## config.mk

```make
export PLATFORM = sky130hd
export DESIGN_NAME = ioc_top
export DESIGN_NICKNAME = d
export VERILOG_FILES = /design/src/hdl/ioc_pkg.sv /design/src/hdl/ioc_sync.sv /design/src/hdl/ioc_detect.sv /design/src/hdl/ioc_top.sv
export SDC_FILE = /design/constraint.sdc
export NUM_CORES = 1
export LEC_CHECK = 0
export ABC_AREA = 1
export ABC_CLOCK_PERIOD_IN_PS = 3000
export BUFFER_PORTS_ARGS = -buffer_cell sky130_fd_sc_hd__buf_2
export CAP_MARGIN = 20
export CORE_MARGIN = 2
export CORE_UTILIZATION = 50
export CTS_CLUSTER_DIAMETER = 80
export DETAILED_ROUTE_END_ITERATION = 12
export GPL_ROUTABILITY_DRIVEN = 0
export PLACE_DENSITY = 0.73
export SLEW_MARGIN = 20
export SYNTH_ARGS = -nofsm -noshare
export SYNTH_HDL_FRONTEND = slang
export SYNTH_SLANG_ARGS = --single-unit
```

## constraint.sdc

```tcl
create_clock -name SYS_CLK -period 3 [get_ports SYS_CLK]
set_clock_uncertainty 0.1 [all_clocks]
set_input_delay 0.6 -clock SYS_CLK [delete_from_list [all_inputs] [get_ports SYS_CLK]]
set_output_delay 0.6 -clock SYS_CLK [all_outputs]
set_load 0.1 [all_outputs]
```

## src/hdl/ioc_pkg.sv

```systemverilog
// constants, carrier types and helpers of the i/o port input-change block
package ioc_pkg;
  localparam int IOC_PORT_W = 8;
  localparam int IOC_ADDR_W = 8;
  // read offsets
  localparam logic [7:0] IOC_OFF_A_UPPER_CHANGE = 8'h13;
  localparam logic [7:0] IOC_OFF_A_LOWER_CHANGE = 8'h14;
  localparam logic [7:0] IOC_OFF_A_LEVEL = 8'h15;
  localparam logic [7:0] IOC_OFF_B_UPPER_CHANGE = 8'h1b;
  localparam logic [7:0] IOC_OFF_B_LOWER_CHANGE = 8'h1c;
  localparam logic [7:0] IOC_OFF_B_LEVEL = 8'h1d;
  // write offsets; configuration shares addresses with the change registers
  localparam logic [7:0] IOC_OFF_PORT_CONFIG_0 = 8'h13;
  localparam logic [7:0] IOC_OFF_PORT_CONFIG_1 = 8'h14;
  localparam logic [7:0] IOC_OFF_PORT_CONFIG_2 = 8'h1b;
  localparam logic [7:0] IOC_OFF_PORT_CONFIG_3 = 8'h1c;
  localparam logic [7:0] IOC_OFF_A_DETECT_ENABLE = 8'h32;
  localparam logic [7:0] IOC_OFF_B_DETECT_ENABLE = 8'h3a;
  // implemented pins and writable fields
  localparam logic [7:0] IOC_B_PIN_MASK = 8'h5d;
  localparam logic [7:0] IOC_CFG2_MASK = 8'hf3;
  localparam logic [7:0] IOC_CFG3_MASK = 8'h33;
  localparam logic [7:0] IOC_CFG_RESET = 8'h00;
  localparam logic [7:0] IOC_ENABLE_RESET = 8'h00;
  localparam logic [7:0] IOC_UNMAPPED_READ = 8'h00;
  localparam logic [3:0] IOC_LOWER_NIBBLE = 4'hf;
  localparam int IOC_RTS_PIN = 0;

  typedef struct packed {
    logic [IOC_PORT_W-1:0] level;
    logic [IOC_PORT_W-1:0] enable;
  } ioc_drive_s;

  typedef struct packed {
    logic [IOC_PORT_W-1:0] prev;
    logic [IOC_PORT_W-1:0] flag;
  } ioc_det_state_s;

  typedef struct packed {
    logic [3:0][7:0] cfg;
    logic [7:0] en_a;
    logic [7:0] en_b;
    logic [7:0] rdata;
    ioc_drive_s drv_a;
    ioc_drive_s drv_b;
  } ioc_top_state_s;

  // a 2-bit field of 00 leaves the driver off, anything else turns it on
  function automatic logic [7:0] ioc_oe_of(input logic [7:0] lo, input logic [7:0] hi);
    logic [7:0] oe;
    oe = 8'h00;
    for (int i = 0; i < 4; i++) begin
      oe[i] = |lo[2*i +: 2];
      oe[i+4] = |hi[2*i +: 2];
    end
    return oe;
  endfunction

  // change flags in the high nibble, pin levels in the low nibble
  function automatic logic [7:0] ioc_nibble(input logic [3:0] flags, input logic [3:0] lvl);
    return {flags, lvl};
  endfunction
endpackage

```

## src/hdl/ioc_sync.sv

```systemverilog
// two-flop synchroniser for the port pins
`timescale 1ns/1ps
`default_nettype none
module ioc_sync
  import ioc_pkg::*;
#(
  parameter int W = 16
) (
  input wire logic clk, // system clock
  input wire logic rst_n, // synchronous reset, low
  input wire logic [W-1:0] async_in, // raw pin levels
  output logic [W-1:0] sync_out // levels in clk domain
);
  typedef struct packed {
    logic [W-1:0] s1;
    logic [W-1:0] s2;
  } ioc_sync_state_s;

  ioc_sync_state_s state;
  ioc_sync_state_s next_state;

  always_comb begin
    next_state.s1 = async_in;
    next_state.s2 = state.s1;
  end

  always_ff @(posedge clk) begin
    if (!rst_n) begin
      state <= '0;
    end else begin
      state <= next_state;
    end
  end

  assign sync_out = state.s2;
endmodule // ioc_sync
`default_nettype wire

```

## src/hdl/ioc_detect.sv

```systemverilog
// per-pin change-of-state detectors with sticky flags
`timescale 1ns/1ps
`default_nettype none
module ioc_detect
  import ioc_pkg::*;
(
  input wire logic clk, // system clock
  input wire logic rst_n, // synchronous reset, low
  input wire logic [IOC_PORT_W-1:0] lvl, // synchronised levels
  input wire logic [IOC_PORT_W-1:0] en, // detector enables
  input wire logic [IOC_PORT_W-1:0] clr, // clear on read
  output logic [IOC_PORT_W-1:0] change, // level differs from last sample
  output logic [IOC_PORT_W-1:0] flag // sticky change flags
);
  ioc_det_state_s state;
  ioc_det_state_s next_state;

  assign change = lvl ^ state.prev;

  always_comb begin
    next_state.prev = lvl;
    // set beats clear so an edge during the read is kept; disabled reads 0
    next_state.flag = ((state.flag & ~clr) | change) & en;
  end

  always_ff @(posedge clk) begin
    if (!rst_n) begin
      state <= '0;
    end else begin
      state <= next_state;
    end
  end

  assign flag = state.flag;
endmodule // ioc_detect
`default_nettype wire

```

## src/hdl/ioc_top.sv

```systemverilog
// i/o port pair: level readback, change detection, configuration
// How it works
// - port b upper change register shows pin 6 and 4 change flags at bits 6, 4
// - bits 2 and 0 of that register show pin 6 and 4 live levels
// - port a level register reads all eight port a pin levels
// - port b level register reads pins 6, 4, 3, 2, 0; others zero
// - port a enable bit turns that pin's change detector on or off
// - detectors keep working while the pin is driven as an output
// - port b enable bits exist for pins 6, 4, 3, 2, 0 only
// - four configuration registers of 2-bit pin fields set direction: four fields each in 0 and 1, three in 2, two in 3
// - first mode bit 7 drives pin 0b as request-to-send, active low
// - second mode bit 5 makes pin 0b signal end of transmission while first mode bit 7 is clear
// - field 00 only turns off the driver; input path always works
// - self-driven pin levels still reach interrupts and counters
// - reset clears all configuration registers, every pin an input
// - an input serves clock, clear-to-send and general input at once
// - change results go to interrupt logic or are polled by software
// - a change flag reads zero while its detector is disabled
`timescale 1ns/1ps
`default_nettype none
module ioc_top
  import ioc_pkg::*;
(
  input wire logic SYS_CLK, // system clock, 100 MHz
  input wire logic RESET_N, // synchronous reset, low
  input wire logic [IOC_ADDR_W-1:0] BUS_ADDR, // register address
  input wire logic [7:0] BUS_WDATA, // write data
  input wire logic BUS_WR, // write strobe, one cycle
  input wire logic BUS_RD, // read strobe, one cycle
  output logic [7:0] BUS_RDATA, // read data, registered
  input wire logic [IOC_PORT_W-1:0] PORT_A_IN, // port a pin levels
  input wire logic [IOC_PORT_W-1:0] PORT_B_IN, // port b pin levels
  input wire logic [IOC_PORT_W-1:0] PORT_A_SRC, // port a output sources
  input wire logic [IOC_PORT_W-1:0] PORT_B_SRC, // port b output sources
  output ioc_drive_s PORT_A_DRV, // port a pin level and enable
  output ioc_drive_s PORT_B_DRV, // port b pin level and enable
  input wire logic RTS_FLOW_EN, // first mode register bit 7
  input wire logic REQUEST_TO_SEND_N, // flow-control level, low active
  input wire logic EOT_EN, // second mode register bit 5
  input wire logic EOT_LEVEL, // end-of-transmission level
  output logic [IOC_PORT_W-1:0] LEVEL_A, // synchronised port a levels
  output logic [IOC_PORT_W-1:0] LEVEL_B, // synchronised port b levels
  output logic CHANGE_PENDING // any change flag set
);
  ioc_top_state_s state;
  ioc_top_state_s next_state;
  logic [15:0] lvl_ab;
  logic [7:0] lvl_a;
  logic [7:0] lvl_b;
  logic [7:0] ch_a;
  logic [7:0] ch_b;
  logic [7:0] flag_a;
  logic [7:0] flag_b;
  logic [7:0] clr_a;
  logic [7:0] clr_b;
  logic [7:0] oe_a;
  logic [7:0] oe_b;
  logic [7:0] rd_mux;

  ioc_sync #(
    .W(2*IOC_PORT_W)
  ) u_sync (
    .clk(SYS_CLK),
    .rst_n(RESET_N),
    .async_in({PORT_B_IN, PORT_A_IN}),
    .sync_out(lvl_ab)
  );

  // unimplemented port b pins never reach the logic
  assign lvl_a = lvl_ab[7:0];
  assign lvl_b = lvl_ab[15:8] & IOC_B_PIN_MASK;

  // detectors look at pin levels whether driven or not
  ioc_detect u_det_a (
    .clk(SYS_CLK),
    .rst_n(RESET_N),
    .lvl(lvl_a),
    .en(state.en_a),
    .clr(clr_a),
    .change(ch_a),
    .flag(flag_a)
  );

  ioc_detect u_det_b (
    .clk(SYS_CLK),
    .rst_n(RESET_N),
    .lvl(lvl_b),
    .en(state.en_b),
    .clr(clr_b),
    .change(ch_b),
    .flag(flag_b)
  );

  // reading a change register clears the flags it shows
  always_comb begin
    clr_a = 8'h00;
    clr_b = 8'h00;
    if (BUS_RD) begin
      case (BUS_ADDR)
        IOC_OFF_A_LOWER_CHANGE: begin
          clr_a[3:0] = IOC_LOWER_NIBBLE;
        end
        IOC_OFF_A_UPPER_CHANGE: begin
          clr_a[7:4] = IOC_LOWER_NIBBLE;
        end
        IOC_OFF_B_LOWER_CHANGE: begin
          clr_b[3:0] = IOC_LOWER_NIBBLE;
        end
        IOC_OFF_B_UPPER_CHANGE: begin
          clr_b[7:4] = IOC_LOWER_NIBBLE;
        end
        default: begin
          clr_a = 8'h00;
        end
      endcase
    end
  end

  // upper b: flags 6,4 in bits 6,4; masked pins keep 7,5 at zero
  // upper b: levels of pins 6,4 in bits 2,0
  always_comb begin
    case (BUS_ADDR)
      IOC_OFF_A_UPPER_CHANGE: begin
        rd_mux = ioc_nibble(flag_a[7:4], lvl_a[7:4]);
      end
      IOC_OFF_A_LOWER_CHANGE: begin
        rd_mux = ioc_nibble(flag_a[3:0], lvl_a[3:0]);
      end
      IOC_OFF_A_LEVEL: begin
        rd_mux = lvl_a;
      end
      IOC_OFF_B_UPPER_CHANGE: begin
        rd_mux = ioc_nibble(flag_b[7:4], lvl_b[7:4]);
      end
      IOC_OFF_B_LOWER_CHANGE: begin
        rd_mux = ioc_nibble(flag_b[3:0], lvl_b[3:0]);
      end
      IOC_OFF_B_LEVEL: begin
        rd_mux = lvl_b;
      end
      IOC_OFF_A_DETECT_ENABLE: begin
        rd_mux = state.en_a;
      end
      IOC_OFF_B_DETECT_ENABLE: begin
        rd_mux = state.en_b;
      end
      default: begin
        rd_mux = IOC_UNMAPPED_READ;
      end
    endcase
  end

  // field 00 only switches the driver off
  assign oe_a = ioc_oe_of(state.cfg[0], state.cfg[1]);
  assign oe_b = ioc_oe_of(state.cfg[2], state.cfg[3]);

  always_comb begin
    next_state = state;
    if (BUS_RD) begin
      next_state.rdata = rd_mux;
    end
    if (BUS_WR) begin
      case (BUS_ADDR)
        // four configuration registers of 2-bit fields
        IOC_OFF_PORT_CONFIG_0: begin
          next_state.cfg[0] = BUS_WDATA;
        end
        IOC_OFF_PORT_CONFIG_1: begin
          next_state.cfg[1] = BUS_WDATA;
        end
        IOC_OFF_PORT_CONFIG_2: begin
          next_state.cfg[2] = BUS_WDATA & IOC_CFG2_MASK;
        end
        IOC_OFF_PORT_CONFIG_3: begin
          next_state.cfg[3] = BUS_WDATA & IOC_CFG3_MASK;
        end
        // one enable bit per port a pin
        IOC_OFF_A_DETECT_ENABLE: begin
          next_state.en_a = BUS_WDATA;
        end
        IOC_OFF_B_DETECT_ENABLE: begin
          next_state.en_b = BUS_WDATA & IOC_B_PIN_MASK;
        end
        default: begin
          next_state.en_a = state.en_a;
        end
      endcase
    end
    next_state.drv_a.level = PORT_A_SRC;
    next_state.drv_a.enable = oe_a;
    next_state.drv_b.level = PORT_B_SRC & IOC_B_PIN_MASK;
    next_state.drv_b.enable = oe_b;
    // flow control takes pin 0b over the configuration field
    if (RTS_FLOW_EN) begin
      next_state.drv_b.level[IOC_RTS_PIN] = REQUEST_TO_SEND_N;
      next_state.drv_b.enable[IOC_RTS_PIN] = 1'b1;
    // end of transmission when flow control is off
    end else if (EOT_EN) begin
      next_state.drv_b.level[IOC_RTS_PIN] = EOT_LEVEL;
      next_state.drv_b.enable[IOC_RTS_PIN] = 1'b1;
    end
  end

  // reset makes every pin an input
  always_ff @(posedge SYS_CLK) begin
    if (!RESET_N) begin
      state.cfg <= {4{IOC_CFG_RESET}};
      state.en_a <= IOC_ENABLE_RESET;
      state.en_b <= IOC_ENABLE_RESET;
      state.rdata <= IOC_UNMAPPED_READ;
      state.drv_a <= '0;
      state.drv_b <= '0;
    end else begin
      state <= next_state;
    end
  end

  assign BUS_RDATA = state.rdata;
  assign PORT_A_DRV = state.drv_a;
  assign PORT_B_DRV = state.drv_b;
  // own driven levels return here for counters and clock inputs
  // one synchronised level feeds every input function at once
  assign LEVEL_A = lvl_a;
  assign LEVEL_B = lvl_b;
  // summary for the interrupt logic; polling uses the registers
  assign CHANGE_PENDING = |{flag_a, flag_b};
endmodule // ioc_top
`default_nettype wire

```

==> out/metrics.yaml <==
crit_family: "simple AND/OR/NAND/NOR gates"
htree_levels: 4
synth_area_leader_cell: "dfxtp_1"
die_y_um: 106
worstMarginPinSlew_ns: 0.541
synthArstFlopShare_pct: 0
antenna_found_initial: 0
synth_top_flop_cell: "dfxtp_1"
setup_slack_ns: 0.642
r2r_setup_slack_ns: 1.77
synth_area_leaders: "dfxtp_1 48%, buf_4 8.5%, nand2_1 8.1%, inv_1 6.2%, a21oi_1 4.8%"
cts.sinks: 125
via_per_inst: 4.89
clk_latency_ns: 0.51
drv_cap: 0
grt_pass1_wl_mm: 17.5
num_antenna_cells: 0
ctsRootBufferMaster: "clkbuf_8"
power.density_nw_per_um2: 692
initial_core_util_pct: 50.9
cts_tree: "built"
hold_path_class: "in2reg"
avgSynthCellArea_um2: 7.93
wirelength_mm: 10.8
leakagePower_nw: 3.02
fp.dieArea_um2: 11200
pre_cts_slack_ns: 0.772
syn_area_um2: 5180
core-area_um2: 10200
rsz0062_at_grt: "no"
rows: 37
clk_path_buf_depth: 2
fmax_ghz: 0.424
drc_errors: 0
gr-usage-all-layers_pct: 20.0
dp.final_hpwl_mm: 7.62
areaGrowthSynthToFinish_pct: 14.3
route.vias.total: 4157
ys_ff_latch: 125
path_clk_slew_ns: 0.06
grt_pass1_vias: 3838
ys_seq_area_share_pct: 48.3
total_power_mw: 4.10
grt_max_degree: 43
crit_chain: "nor4_1 > nand4_1 > buf_2"
drt_iter0_markers: 227
status: "finished, final reports clean"
critPathKind: "reg2out"
synth_edf_count: 0
final_max_slew_viol_count: 0
nNetsFinal: 758
synthCells: 654
endpoint_kind: "primary output"
drive_above_1_share_pct: 23.7
yosysWarningCount: 0
ir_worst_vdd_mv: 0.393
ctsHoldBuffers: 0
period_needed_ns: 2.36
synth_top_cell_area_share_pct: 48.3
synth_cell_types: 30
nFillCells: 930
max_stage_delay_ns: 0.33
critPathMaxFanout: 3
regArea_um2: 2500
ant_nets: 0
utilization_pct: 58.2
multiInputGateArea_um2: 1810
cts_resized: 0
fin_crit_sh_pct: 78.6
relSlewSlack_pct: 63.9
wl_per_cell_um: 12.8
slowest_stage: "dfxtp_1"
setup_viol_count_final: 0
final_hold_viol_count: 0
portBuffers: 97
die_w_um: 106
finalSetupTns_ns: 0
dr.pass1.iters: 5
timing.critical_path.required_ns: 2.30
fin_hold_ws_ns: 0.164
crit_arrival_ns: 1.66
critPathBufInv: 1
num_io_pins: 113
grt-ovfl-total: 0
cts_made_buffers: 17
start_kind: "register"
post_cts_buffers: 0
power breakdown:
| group | total, mW | internal, mW | switching, mW |
|---|---|---|---|
| Sequential | 1.71 | 1.69 | 0.0193 |
| Clock | 2.03 | 1.29 | 0.739 |
| Combinational | 0.359 | 0.0718 | 0.287 |
layout make-up:
| class | count | area share, % |
|---|---|---|
| clock buffers | 18 | 7.22 |
| flip-flops and latches | 125 | 42.2 |
| inverters | 90 | 5.70 |
| repair buffers | 100 | 8.57 |
| clock inverters | 13 | 2.79 |
| well taps | 136 | 2.87 |
| multi-input cells | 368 | 30.6 |
synthesized netlist by cell type, types with 2 or more instances:
| library cell | count |
|---|---|
| dfxtp_1 | 125 |
| nand2_1 | 112 |
| inv_1 | 85 |
| buf_4 | 59 |
| a21oi_1 | 50 |
| nand3_1 | 50 |
| o21ai_0 | 42 |
| nor2_1 | 35 |
| nor3_1 | 12 |
| a22oi_1 | 11 |
| or2_2 | 11 |
| nand2_2 | 8 |
| clkbuf_1 | 7 |
| nor2_4 | 6 |
| buf_1 | 5 |
| buf_6 | 5 |
| o21ai_1 | 4 |
| buf_2 | 3 |
| inv_2 | 3 |
| nand3_2 | 3 |
| nor2_2 | 3 |
| nor4_1 | 3 |
| a211oi_1 | 2 |
| clkinv_1 | 2 |
| nor2_8 | 2 |
| xnor2_1 | 2 |
stage by stage:
step | area [um2] | cells
after floorplan | 5210 | 662
after global routing | 5930 | 850
after CTS | 5930 | 850
final | 5930 | 850
after detailed placement | 5330 | 819
after global placement | 5330 | 819
state kept, by name, indices dropped and copies added, names as in the netlist:
register / flops
u_sync.sync_out: 13
u_sync.next_state: 13
u_det_b.flag: 5
BUS_RDATA: 8
state: 39
u_det_a.flag: 8
u_det_a.state: 8
u_det_b.state: 5
PORT_B_DRV: 10
PORT_A_DRV: 16
placed cells by master, fill, tap and decap left out, types with 3 or more instances in the layout:
cell type	count
a21oi_1	50
a22oi_1	11
buf_2	97
buf_4	3
bufinv_16	3
clkbuf_16	16
clkinv_2	3
clkinv_4	4
conb_1	9
dfxtp_1	125
inv_1	85
inv_2	3
nand2_1	112
nand2_2	8
nand3_1	50
nand3_2	3
nor2_1	35
nor2_2	3
nor2_4	6
nor3_1	12
nor4_1	3
o21ai_0	42
o21ai_1	4
or2_2	11
final timing paths:
kind	start	end	cells after the start
setup / recovery	u_det_a.flag[0]	CHANGE_PENDING	3
hold / removal	PORT_B_IN[2]	u_sync.next_state[10]	3
setup reg to reg	u_sync.sync_out[7]	u_det_a.flag[7]	3
hold reg to reg	u_sync.next_state[7]	u_sync.sync_out[7]	2
worst reg2reg max path, cell delays in order, from the launching register on:
cell	delay, ns
dfxtp_1	0.39
or2_2	0.33
a22oi_1	0.21
nor3_1	0.07
routing by layer:
metal	GRT usage (%)	up-vias	wire length, um
li1	-	2102	-
met1	24.5	1867	4760
met2	32.3	160	5050
met3	5.94	28	754
met4	9.12	0	284
met5	0	-	0
cells by family after synthesis:
kind of cell | share of synthesized area [%]
flops | 48.3
other cells | 0.0723
xor+xnor | 0.338
buf+inv | 17.3
compound gates | 11.2
mux | 0.217
simple gates | 22.6
No activity file was read; power rests on OpenSTA's default activity.
